### config.mk
export PLATFORM = sky130hd
export DESIGN_NAME = tmcb_config_bank
export DESIGN_NICKNAME = d
export VERILOG_FILES = /design/src/hw/tmcb_config_bank.v
export VERILOG_INCLUDE_DIRS = /design/src /design/src/pkg
export SDC_FILE = /design/constraint.sdc
export NUM_CORES = 1
export LEC_CHECK = 0
export BUFFER_PORTS_ARGS = -buffer_cell sky130_fd_sc_hd__buf_2
export CORE_MARGIN = 2
export CORE_UTILIZATION = 42
export CTS_BUF_LIST = sky130_fd_sc_hd__clkbuf_8
export CTS_CLUSTER_SIZE = 10
export DETAILED_ROUTE_END_ITERATION = 7
export HOLD_SLACK_MARGIN = 0.06
export PLACE_DENSITY_LB_ADDON = 0.12
export SYNTH_ARGS = -nofsm -noshare
export SYNTH_HDL_FRONTEND = slang
export SYNTH_SLANG_ARGS = --single-unit
### constraint.sdc
create_clock -name ref_clk -period 3.08 [get_ports ref_clk]
set_clock_uncertainty 0.15 [all_clocks]
set_input_delay 0.462 -clock ref_clk [delete_from_list [all_inputs] [get_ports ref_clk]]
set_output_delay 0.462 -clock ref_clk [all_outputs]
set_load 0.05 [all_outputs]
### src/pkg/tmcb_defs.vh
`ifndef TMCB_DEFS_VH
`define TMCB_DEFS_VH

// ==============================================
// Register byte offsets
`define TMCB_ADDR_ENC_PIN   8'h7C
`define TMCB_ADDR_OT_DIV    8'h7D
`define TMCB_ADDR_TEST_A    8'h7E
`define TMCB_ADDR_TEST_B    8'h7F

// ==============================================
// Reset values
`define TMCB_RST_ENC_PIN    8'h01
`define TMCB_RST_OT_DIV     8'h00
`define TMCB_RST_TEST       8'h00
`define TMCB_RDATA_IDLE     8'h00

// ==============================================
// encoding_and_pin_config fields
`define TMCB_B_SIGNED       0
`define TMCB_B_OFS_RANGE    1
`define TMCB_B_AUX_DIR      2
`define TMCB_B_AUX_POL      3
`define TMCB_B_ID_GROUP     4
`define TMCB_B_R1_OT        5
`define TMCB_B_LOC_OT       6
`define TMCB_B_R2_OT        7

// ==============================================
// overtemp_and_divider_config fields
`define TMCB_F_PINFN_HI     1
`define TMCB_F_PINFN_LO     0
`define TMCB_B_OT_DIS       2
`define TMCB_B_FAN_TGT      3
`define TMCB_B_BYP_2V5      4
`define TMCB_B_BYP_CORE     5
`define TMCB_B_BYP_5V       6
`define TMCB_B_BYP_12V      7

// ==============================================
// Shared pin function codes
`define TMCB_FN_TACH        2'h0
`define TMCB_FN_OVERTEMP    2'h1
`define TMCB_FN_ALERT       2'h2
`define TMCB_FN_GPIO        2'h3

// ==============================================
// Temperature coding
`define TMCB_OFS64_BIAS     9'h040
`define TMCB_OFF_LIM_OFS64  8'h00
`define TMCB_OFF_LIM_SIGNED 8'h80
`define TMCB_CHANNELS       3
`define TMCB_ID_PINS        5

`endif

### src/hw/tmcb_config_bank.v
// How it works
// - Encoding bit picks signed or offset-64 temperatures
// - Offset range bit picks half or one degree
// - Direction bit: aux pin input 0, output 1
// - Polarity bit: aux output low 0, high 1
// - Group bit routes five pins: voltage-ID or GPIO
// - Channel enable lets its limit drive overtemp pin
// - Limit at -64 or -128 disables channel
// - Lock set makes both config registers read-only
// - Shared pin: tach, overtemp, alert, or GPIO
// - Disable bit suppresses overtemp drive on both pins, not fan response
// - Overtemp drives fans full or to maximum registers
// - Bypass bits rescale four voltage input channels
// - Reset values 0x01 and 0x00
`timescale 1ns/1ps
`include "tmcb_defs.vh"

module tmcb_config_bank (
  // Clock and reset
  input  wire       ref_clk,
  input  wire       reset,
  // Register port
  input  wire [7:0] reg_addr,
  input  wire [7:0] reg_wdata,
  input  wire       reg_write,
  input  wire       reg_read,
  output reg  [7:0] reg_rdata,
  // Lock from another configuration register
  input  wire       config_lock,
  // Stored temperature readings
  input  wire [7:0] remote1_temp,
  input  wire [7:0] local_temp,
  input  wire [7:0] remote2_temp,
  // Stored overtemp limits
  input  wire [7:0] remote1_limit,
  input  wire [7:0] local_limit,
  input  wire [7:0] remote2_limit,
  // Configuration outputs
  output reg        signed_encoding_select,
  output reg        offset_range_wide,
  output reg        aux_pin_direction,
  output reg        aux_pin_polarity,
  output reg        id_pin_group_select,
  output reg        remote1_overtemp_enable,
  output reg        local_overtemp_enable,
  output reg        remote2_overtemp_enable,
  output reg  [1:0] shared_pin_function,
  output reg        overtemp_output_disable,
  output reg        overtemp_fan_target_select,
  output reg        bypass_divider_2v5,
  output reg        bypass_divider_core,
  output reg        bypass_divider_5v,
  output reg        bypass_divider_12v,
  // Per-channel limit state
  output reg  [2:0] channel_over_limit,
  // Overtemp pin, open drain, active low
  input  wire       overtemp_pin_in,
  output reg        overtemp_pin_out,
  output reg        overtemp_pin_oe_n,
  output reg        overtemp_timer_sense,
  // Shared multi-purpose pin
  input  wire       shared_pin_in,
  output reg        shared_pin_out,
  output reg        shared_pin_oe_n,
  input  wire       smbus_alert_request,
  input  wire       aux_out_request,
  output reg        aux_general_pin,
  output reg        fan4_tach_input,
  // Five shared voltage-ID / GPIO pins
  input  wire [4:0] id_pins_in,
  output reg  [4:0] voltage_id_inputs,
  output reg  [4:0] id_gpio_inputs,
  // Fan response
  output reg        fan_full_speed,
  output reg        fan_max_register
);

  // ==============================================
  // Register storage
  reg  [7:0] encoding_and_pin_config;
  reg  [7:0] overtemp_and_divider_config;
  wire [7:0] factory_test_a;
  wire [7:0] factory_test_b;
  wire       write_open;
  wire       hit_enc;
  wire       hit_ot;

  assign factory_test_a = `TMCB_RST_TEST;
  assign factory_test_b = `TMCB_RST_TEST;

  assign write_open = reg_write & ~config_lock;
  assign hit_enc    = (reg_addr == `TMCB_ADDR_ENC_PIN);
  assign hit_ot     = (reg_addr == `TMCB_ADDR_OT_DIV);

  always @(posedge ref_clk) begin
    if (reset) begin
      encoding_and_pin_config     <= `TMCB_RST_ENC_PIN;
      overtemp_and_divider_config <= `TMCB_RST_OT_DIV;
    end else begin
      if (write_open && hit_enc) begin
        encoding_and_pin_config <= reg_wdata;
      end
      if (write_open && hit_ot) begin
        overtemp_and_divider_config <= reg_wdata;
      end
    end
  end

  // ==============================================
  // Read path, data in the cycle after the strobe
  reg [7:0] next_rdata;

  always @* begin
    next_rdata = `TMCB_RDATA_IDLE;
    if (reg_read) begin
      case (reg_addr)
        `TMCB_ADDR_ENC_PIN: next_rdata = encoding_and_pin_config;
        `TMCB_ADDR_OT_DIV:  next_rdata = overtemp_and_divider_config;
        `TMCB_ADDR_TEST_A:  next_rdata = factory_test_a;
        `TMCB_ADDR_TEST_B:  next_rdata = factory_test_b;
        default:            next_rdata = `TMCB_RDATA_IDLE;
      endcase
    end
  end

  always @(posedge ref_clk) begin
    if (reset) begin
      reg_rdata <= `TMCB_RDATA_IDLE;
    end else begin
      reg_rdata <= next_rdata;
    end
  end

  // ==============================================
  // Field decode
  wire       enc_signed;
  wire       pin_fn_gpio;
  wire       pin_fn_tach;
  wire [1:0] pin_fn;
  wire [2:0] chan_enable;
  localparam [7:0] enc_pin_reset = `TMCB_RST_ENC_PIN;

  assign enc_signed = encoding_and_pin_config[`TMCB_B_SIGNED];
  assign pin_fn = overtemp_and_divider_config[`TMCB_F_PINFN_HI:
                                              `TMCB_F_PINFN_LO];
  assign pin_fn_tach  = (pin_fn == `TMCB_FN_TACH);
  assign pin_fn_gpio  = (pin_fn == `TMCB_FN_GPIO);
  assign chan_enable = {encoding_and_pin_config[`TMCB_B_R2_OT],
                        encoding_and_pin_config[`TMCB_B_LOC_OT],
                        encoding_and_pin_config[`TMCB_B_R1_OT]};

  always @(posedge ref_clk) begin
    if (reset) begin
      signed_encoding_select     <= enc_pin_reset[`TMCB_B_SIGNED];
      offset_range_wide          <= 1'b0;
      aux_pin_direction          <= 1'b0;
      aux_pin_polarity           <= 1'b0;
      id_pin_group_select        <= 1'b0;
      remote1_overtemp_enable    <= 1'b0;
      local_overtemp_enable      <= 1'b0;
      remote2_overtemp_enable    <= 1'b0;
      shared_pin_function        <= `TMCB_FN_TACH;
      overtemp_output_disable    <= 1'b0;
      overtemp_fan_target_select <= 1'b0;
      bypass_divider_2v5         <= 1'b0;
      bypass_divider_core        <= 1'b0;
      bypass_divider_5v          <= 1'b0;
      bypass_divider_12v         <= 1'b0;
    end else begin
      signed_encoding_select  <= enc_signed;
      offset_range_wide       <=
        encoding_and_pin_config[`TMCB_B_OFS_RANGE];
      aux_pin_direction       <=
        encoding_and_pin_config[`TMCB_B_AUX_DIR];
      aux_pin_polarity        <=
        encoding_and_pin_config[`TMCB_B_AUX_POL];
      id_pin_group_select     <=
        encoding_and_pin_config[`TMCB_B_ID_GROUP];
      remote1_overtemp_enable <= chan_enable[0];
      local_overtemp_enable   <= chan_enable[1];
      remote2_overtemp_enable <= chan_enable[2];
      shared_pin_function     <= pin_fn;
      overtemp_output_disable <=
        overtemp_and_divider_config[`TMCB_B_OT_DIS];
      overtemp_fan_target_select <=
        overtemp_and_divider_config[`TMCB_B_FAN_TGT];
      bypass_divider_2v5  <=
        overtemp_and_divider_config[`TMCB_B_BYP_2V5];
      bypass_divider_core <=
        overtemp_and_divider_config[`TMCB_B_BYP_CORE];
      bypass_divider_5v   <=
        overtemp_and_divider_config[`TMCB_B_BYP_5V];
      bypass_divider_12v  <=
        overtemp_and_divider_config[`TMCB_B_BYP_12V];
    end
  end

  // ==============================================
  // Temperature interpretation per channel
  // Stored codes are never rewritten; each compare reads
  // them through the encoding currently selected.
  function [8:0] tmcb_to_signed;
    input [7:0] code;
    input       is_signed;
    begin
      if (is_signed) begin
        tmcb_to_signed = {code[7], code};
      end else begin
        tmcb_to_signed = {1'b0, code} - `TMCB_OFS64_BIAS;
      end
    end
  endfunction

  wire [23:0] temp_bus;
  wire [23:0] limit_bus;
  wire [2:0]  chan_exceed;
  wire [2:0]  next_over;

  assign temp_bus  = {remote2_temp, local_temp, remote1_temp};
  assign limit_bus = {remote2_limit, local_limit, remote1_limit};

  genvar ch;
  generate
    for (ch = 0; ch < `TMCB_CHANNELS; ch = ch + 1) begin : g_chan
      wire [7:0] t_code;
      wire [7:0] l_code;
      wire [8:0] t_val;
      wire [8:0] l_val;
      wire       lim_off;
      assign t_code = temp_bus[ch*8 +: 8];
      assign l_code = limit_bus[ch*8 +: 8];
      assign t_val = tmcb_to_signed(t_code, enc_signed);
      assign l_val = tmcb_to_signed(l_code, enc_signed);
      assign lim_off = enc_signed ?
        (l_code == `TMCB_OFF_LIM_SIGNED) :
        (l_code == `TMCB_OFF_LIM_OFS64);
      assign chan_exceed[ch] = ($signed(t_val) > $signed(l_val));
      assign next_over[ch] = chan_exceed[ch] & ~lim_off &
                             chan_enable[ch];
    end
  endgenerate

  // ==============================================
  // Overtemp drive and fan response
  wire any_over;
  wire ot_drive;

  assign any_over = |next_over;
  assign ot_drive = any_over &
    ~overtemp_and_divider_config[`TMCB_B_OT_DIS];

  always @(posedge ref_clk) begin
    if (reset) begin
      channel_over_limit   <= 3'h0;
      overtemp_pin_out     <= 1'b0;
      overtemp_pin_oe_n    <= 1'b1;
      overtemp_timer_sense <= 1'b0;
      fan_full_speed       <= 1'b0;
      fan_max_register     <= 1'b0;
    end else begin
      channel_over_limit <= next_over;
      overtemp_pin_out   <= 1'b0;
      // Pin is pulled low only while a qualified limit is exceeded
      overtemp_pin_oe_n  <= ~ot_drive;
      overtemp_timer_sense <= ~overtemp_pin_in;
      fan_full_speed   <= any_over &
        ~overtemp_and_divider_config[`TMCB_B_FAN_TGT];
      fan_max_register <= any_over &
        overtemp_and_divider_config[`TMCB_B_FAN_TGT];
    end
  end

  // ==============================================
  // Shared pin function
  wire aux_dir_out;
  wire aux_level;

  assign aux_dir_out = encoding_and_pin_config[`TMCB_B_AUX_DIR];
  assign aux_level = encoding_and_pin_config[`TMCB_B_AUX_POL] ?
                     aux_out_request : ~aux_out_request;

  reg next_sh_out;
  reg next_sh_oe_n;

  always @* begin
    next_sh_out  = 1'b1;
    next_sh_oe_n = 1'b1;
    case (pin_fn)
      `TMCB_FN_OVERTEMP: begin
        next_sh_out  = 1'b0;
        next_sh_oe_n = ~ot_drive;
      end
      `TMCB_FN_ALERT: begin
        next_sh_out  = 1'b0;
        next_sh_oe_n = ~smbus_alert_request;
      end
      `TMCB_FN_GPIO: begin
        next_sh_out  = aux_level;
        next_sh_oe_n = ~aux_dir_out;
      end
      default: begin
        next_sh_out  = 1'b1;
        next_sh_oe_n = 1'b1;
      end
    endcase
  end

  always @(posedge ref_clk) begin
    if (reset) begin
      shared_pin_out  <= 1'b1;
      shared_pin_oe_n <= 1'b1;
      aux_general_pin <= 1'b0;
      fan4_tach_input <= 1'b0;
    end else begin
      shared_pin_out  <= next_sh_out;
      shared_pin_oe_n <= next_sh_oe_n;
      aux_general_pin <= pin_fn_gpio & ~aux_dir_out &
                         shared_pin_in;
      fan4_tach_input <= pin_fn_tach & shared_pin_in;
    end
  end

  // ==============================================
  // Voltage-ID / GPIO pin group routing
  wire id_sel;

  assign id_sel = encoding_and_pin_config[`TMCB_B_ID_GROUP];

  genvar pn;
  generate
    for (pn = 0; pn < `TMCB_ID_PINS; pn = pn + 1) begin : g_idpin
      always @(posedge ref_clk) begin
        if (reset) begin
          voltage_id_inputs[pn] <= 1'b0;
          id_gpio_inputs[pn]    <= 1'b0;
        end else begin
          voltage_id_inputs[pn] <= ~id_sel & id_pins_in[pn];
          id_gpio_inputs[pn]    <= id_sel & id_pins_in[pn];
        end
      end
    end
  endgenerate

endmodule

==> impl_metrics.toml <==
[outcome]
run_status = "finished clean"

[timing]
drv_slew = 0
hold_viol = 0
grt_setup_unrepaired = "false"
max_slew_margin_pct = 50.96
timing.fmax_mhz = 367.0
fin_crit_ns = 2.725
final.setup.tns_ns = 0
final-setup-viol-count = 0
worst_pin_slew_ns = 0.7357
layout_worst_path_cycle_share_pct = 88.47

[final_layout]
final_cell_count_no_fill = 561
antenna_cells_inserted = 0
layout-drive-gt1-share_pct = 31.60
multi_input_area_um2 = 1660
seqCellArea_um2 = 1221
syn2layout_area_growth_pct = 29.06
final_nets = 577
layout.filler_cells = 684

[grt]
grt_pass1_vias = 2626
grt_first_pass_wirelength_um = 11170
grt_max_degree = 45
globalRouteTotalUtil_pct = 16.68
initial_antenna_violation_count = 0
overflow = 0

[logic_synthesis]
synth_area_leaders = "sky130_fd_sc_hd__dfxtp_1, sky130_fd_sc_hd__ha_1, sky130_fd_sc_hd__mux2i_1"
async_flop_share_pct = 0
ys_types = 47
synthFlopType = "sky130_fd_sc_hd__dfxtp_1"
number_of_synthesized_flops_with_an_enable_pin = 0
mappedNetlistArea_um2 = 3095
synth_fp_nets = 453
netlist.area_leader.share_pct = 39.45
syn-instance-count = 335
post-synth-top-count-cell = "sky130_fd_sc_hd__dfxtp_1"
synth_seq_cells = 61
netlist.top_cell.by_area = "sky130_fd_sc_hd__dfxtp_1"
synth.yosys.seq_area_share_pct = 39.45
total_number_of_yosys_warnings = 0
ys_top_cells_by_count = "sky130_fd_sc_hd__dfxtp_1, sky130_fd_sc_hd__ha_1, sky130_fd_sc_hd__inv_1, sky130_fd_sc_hd__nor2_1, sky130_fd_sc_hd__nor2b_1"
synth_area_per_cell_um2 = 9.240

[floorplanning]
io_pins = 124
initial_core_util_pct = 43.14
rows = 31
die_outline_area_um2 = 8073
die_height_um = 89.85
dieWidth_um = 89.85
standard_cell_core_area_um2 = 7176

[clocking]
cts-root-to-sink-buffers = 2
ctsResizeCount = 0
clkTransAtPathRegs_ns = 0.06
insertion_delay_ns = 0.32
cts_hold_buf = 0
tritoncts = "built"
clockRootBuffer = "sky130_fd_sc_hd__clkbuf_8"
cts_setup_buffers = 0
cts-htree-levels = 3
num_cts_buffers = 9
numClockSinks = 61

[setup_path]
cp.required_ns = 3.13
critical_path.cell_chain = "buf_4 -> mux2_2 -> ha_1 -> and3_1 -> a211o_1 -> a21oi_1 -> nor3b_2 -> or3_1"
critPathLaunchType = "flip-flop"
path_class = "flip-flop to flip-flop"
slowest_stage = "sky130_fd_sc_hd__dfxtp_1"
timing.critical_path.arrival_ns = 2.78
critPathCaptureType = "flip-flop"
crit_path_max_fanout = 17
worst_path_largest_cell_delay_ns = 0.42
rr_worst_depth = 8

[worst_hold_path]
hold_path_class = "primary input to flip-flop"
worst_hold_path_cells = 2

[routing]
drcViolationCount = 0
postRouteWirelength_um = 6636
num_vias = 2646
first_pass_iters = 4
route.antenna.remaining_nets = 0
avgViaCountPerCell = 4.717
detail_route.iter0.violations = 71
wl_per_cell_um = 11.83

[run]
drv_cap = 0

[pwr]
power.density_cell_area_nw_per_um2 = 424.6
vdd_drop_max_uv = 174.8
design_power_total_mw = 1.696
static-leakage-power_nw = 2.109

[placement]
gp_congestion = 0.7437
port-buffer-count = 122
post-place-cells = 547
post-dp-hpwl_um = 5268
## logic make-up after synthesis
family	count (synthesis)	synth area share [%]
other	1	0.1211
buffers and inverters	53	6.911
muxes	23	7.558
AOI/OAI and AO/OA	44	9.459
DFF	61	39.45
adders and majority gates	40	16.17
and+or+nand+nor	108	18.92
xor gates and xnor gates	5	1.415
## per-layer routing
layer / track usage [%] / vias to the layer above / part of all wire [%]
met4: 6.538 / 0 / 0
li1: - / 1370 / -
met3: 4.443 / 0 / 6.5
met2: 29.10 / 75 / 49
met1: 19.54 / 1201 / 45
met5: 0 / - / 0
## worst max-delay path, delay by kind of cell (launching register included)
family,cells,cell delay [ns]
and+or+nand+nor,3,0.61
AOI/OAI and AO/OA,2,0.50
DFF,1,0.42
muxes,1,0.36
adders and majority gates,1,0.28
buffers and inverters,1,0.27
## worst paths after layout
check | start | end | slack [ns]
max | encoding_and_pin_config[0] | overtemp_pin_oe_n | 0.35
min | overtemp_pin_in | overtemp_timer_sense | 0.14
max reg2reg | encoding_and_pin_config[0] | overtemp_pin_oe_n | 0.35
min reg2reg | overtemp_and_divider_config[5] | bypass_divider_core | 0.34
## flip-flops by register name, summed over array words and instances, names as in the netlist, 2 cells and up
signal	count
encoding_and_pin_config	8
overtemp_and_divider_config	8
reg_rdata	8
id_gpio_inputs	5
voltage_id_inputs	5
channel_over_limit	3
shared_pin_function	2
## report_power, final
group	switching [mW]	internal (mW)	total, mW
Sequential	0.00112	0.794	0.795
Clock	0.275	0.428	0.703
Combinational	0.109	0.0897	0.198
## per-stage QoR
step	hold slack [ns]	worst slack (ns)	area [µm²]	util, %
global placement	0.3197	0.2702	3796	52.90
floorplan	0.2913	0.3148	3095	-
CTS	0.1251	0.2889	3995	55.68
detailed placement	0.3258	0.2043	3796	52.90
finish	0.1395	0.3550	3995	55.68
global route	0.1331	0.1463	3995	55.68
## layout make-up
class | count | area share (%)
Clock buffer | 12 | 4.134
Clock inverter | 2 | 0.8456
Inverter | 40 | 3.758
Multi-Input combinational cell | 221 | 41.56
Sequential cell | 61 | 30.57
Tap cell | 99 | 3.101
Timing Repair Buffer | 126 | 16.04
## placed cells by master (no fill, tap or decap), drive strengths merged, types with 2 or more instances in the layout
master,synthesis,final
buf,10,126
dfxtp,61,61
inv,40,41
ha,40,40
nor2,36,36
nor2b,22,22
mux2i,20,20
clkbuf,3,12
a21oi,11,11
and2,11,11
nand2,9,9
o21ai,9,9
a22oi,8,8
nand3,5,5
a211o,5,5
mux2,3,3
xnor2,3,3
and3,3,3
nand4,3,3
nand2b,3,3
and3b,3,3
xor2,2,2
a21o,2,2
or4,2,2
nor4,2,2
nor3b,2,2
a31o,2,2
(Power assumes the default switching activity.)
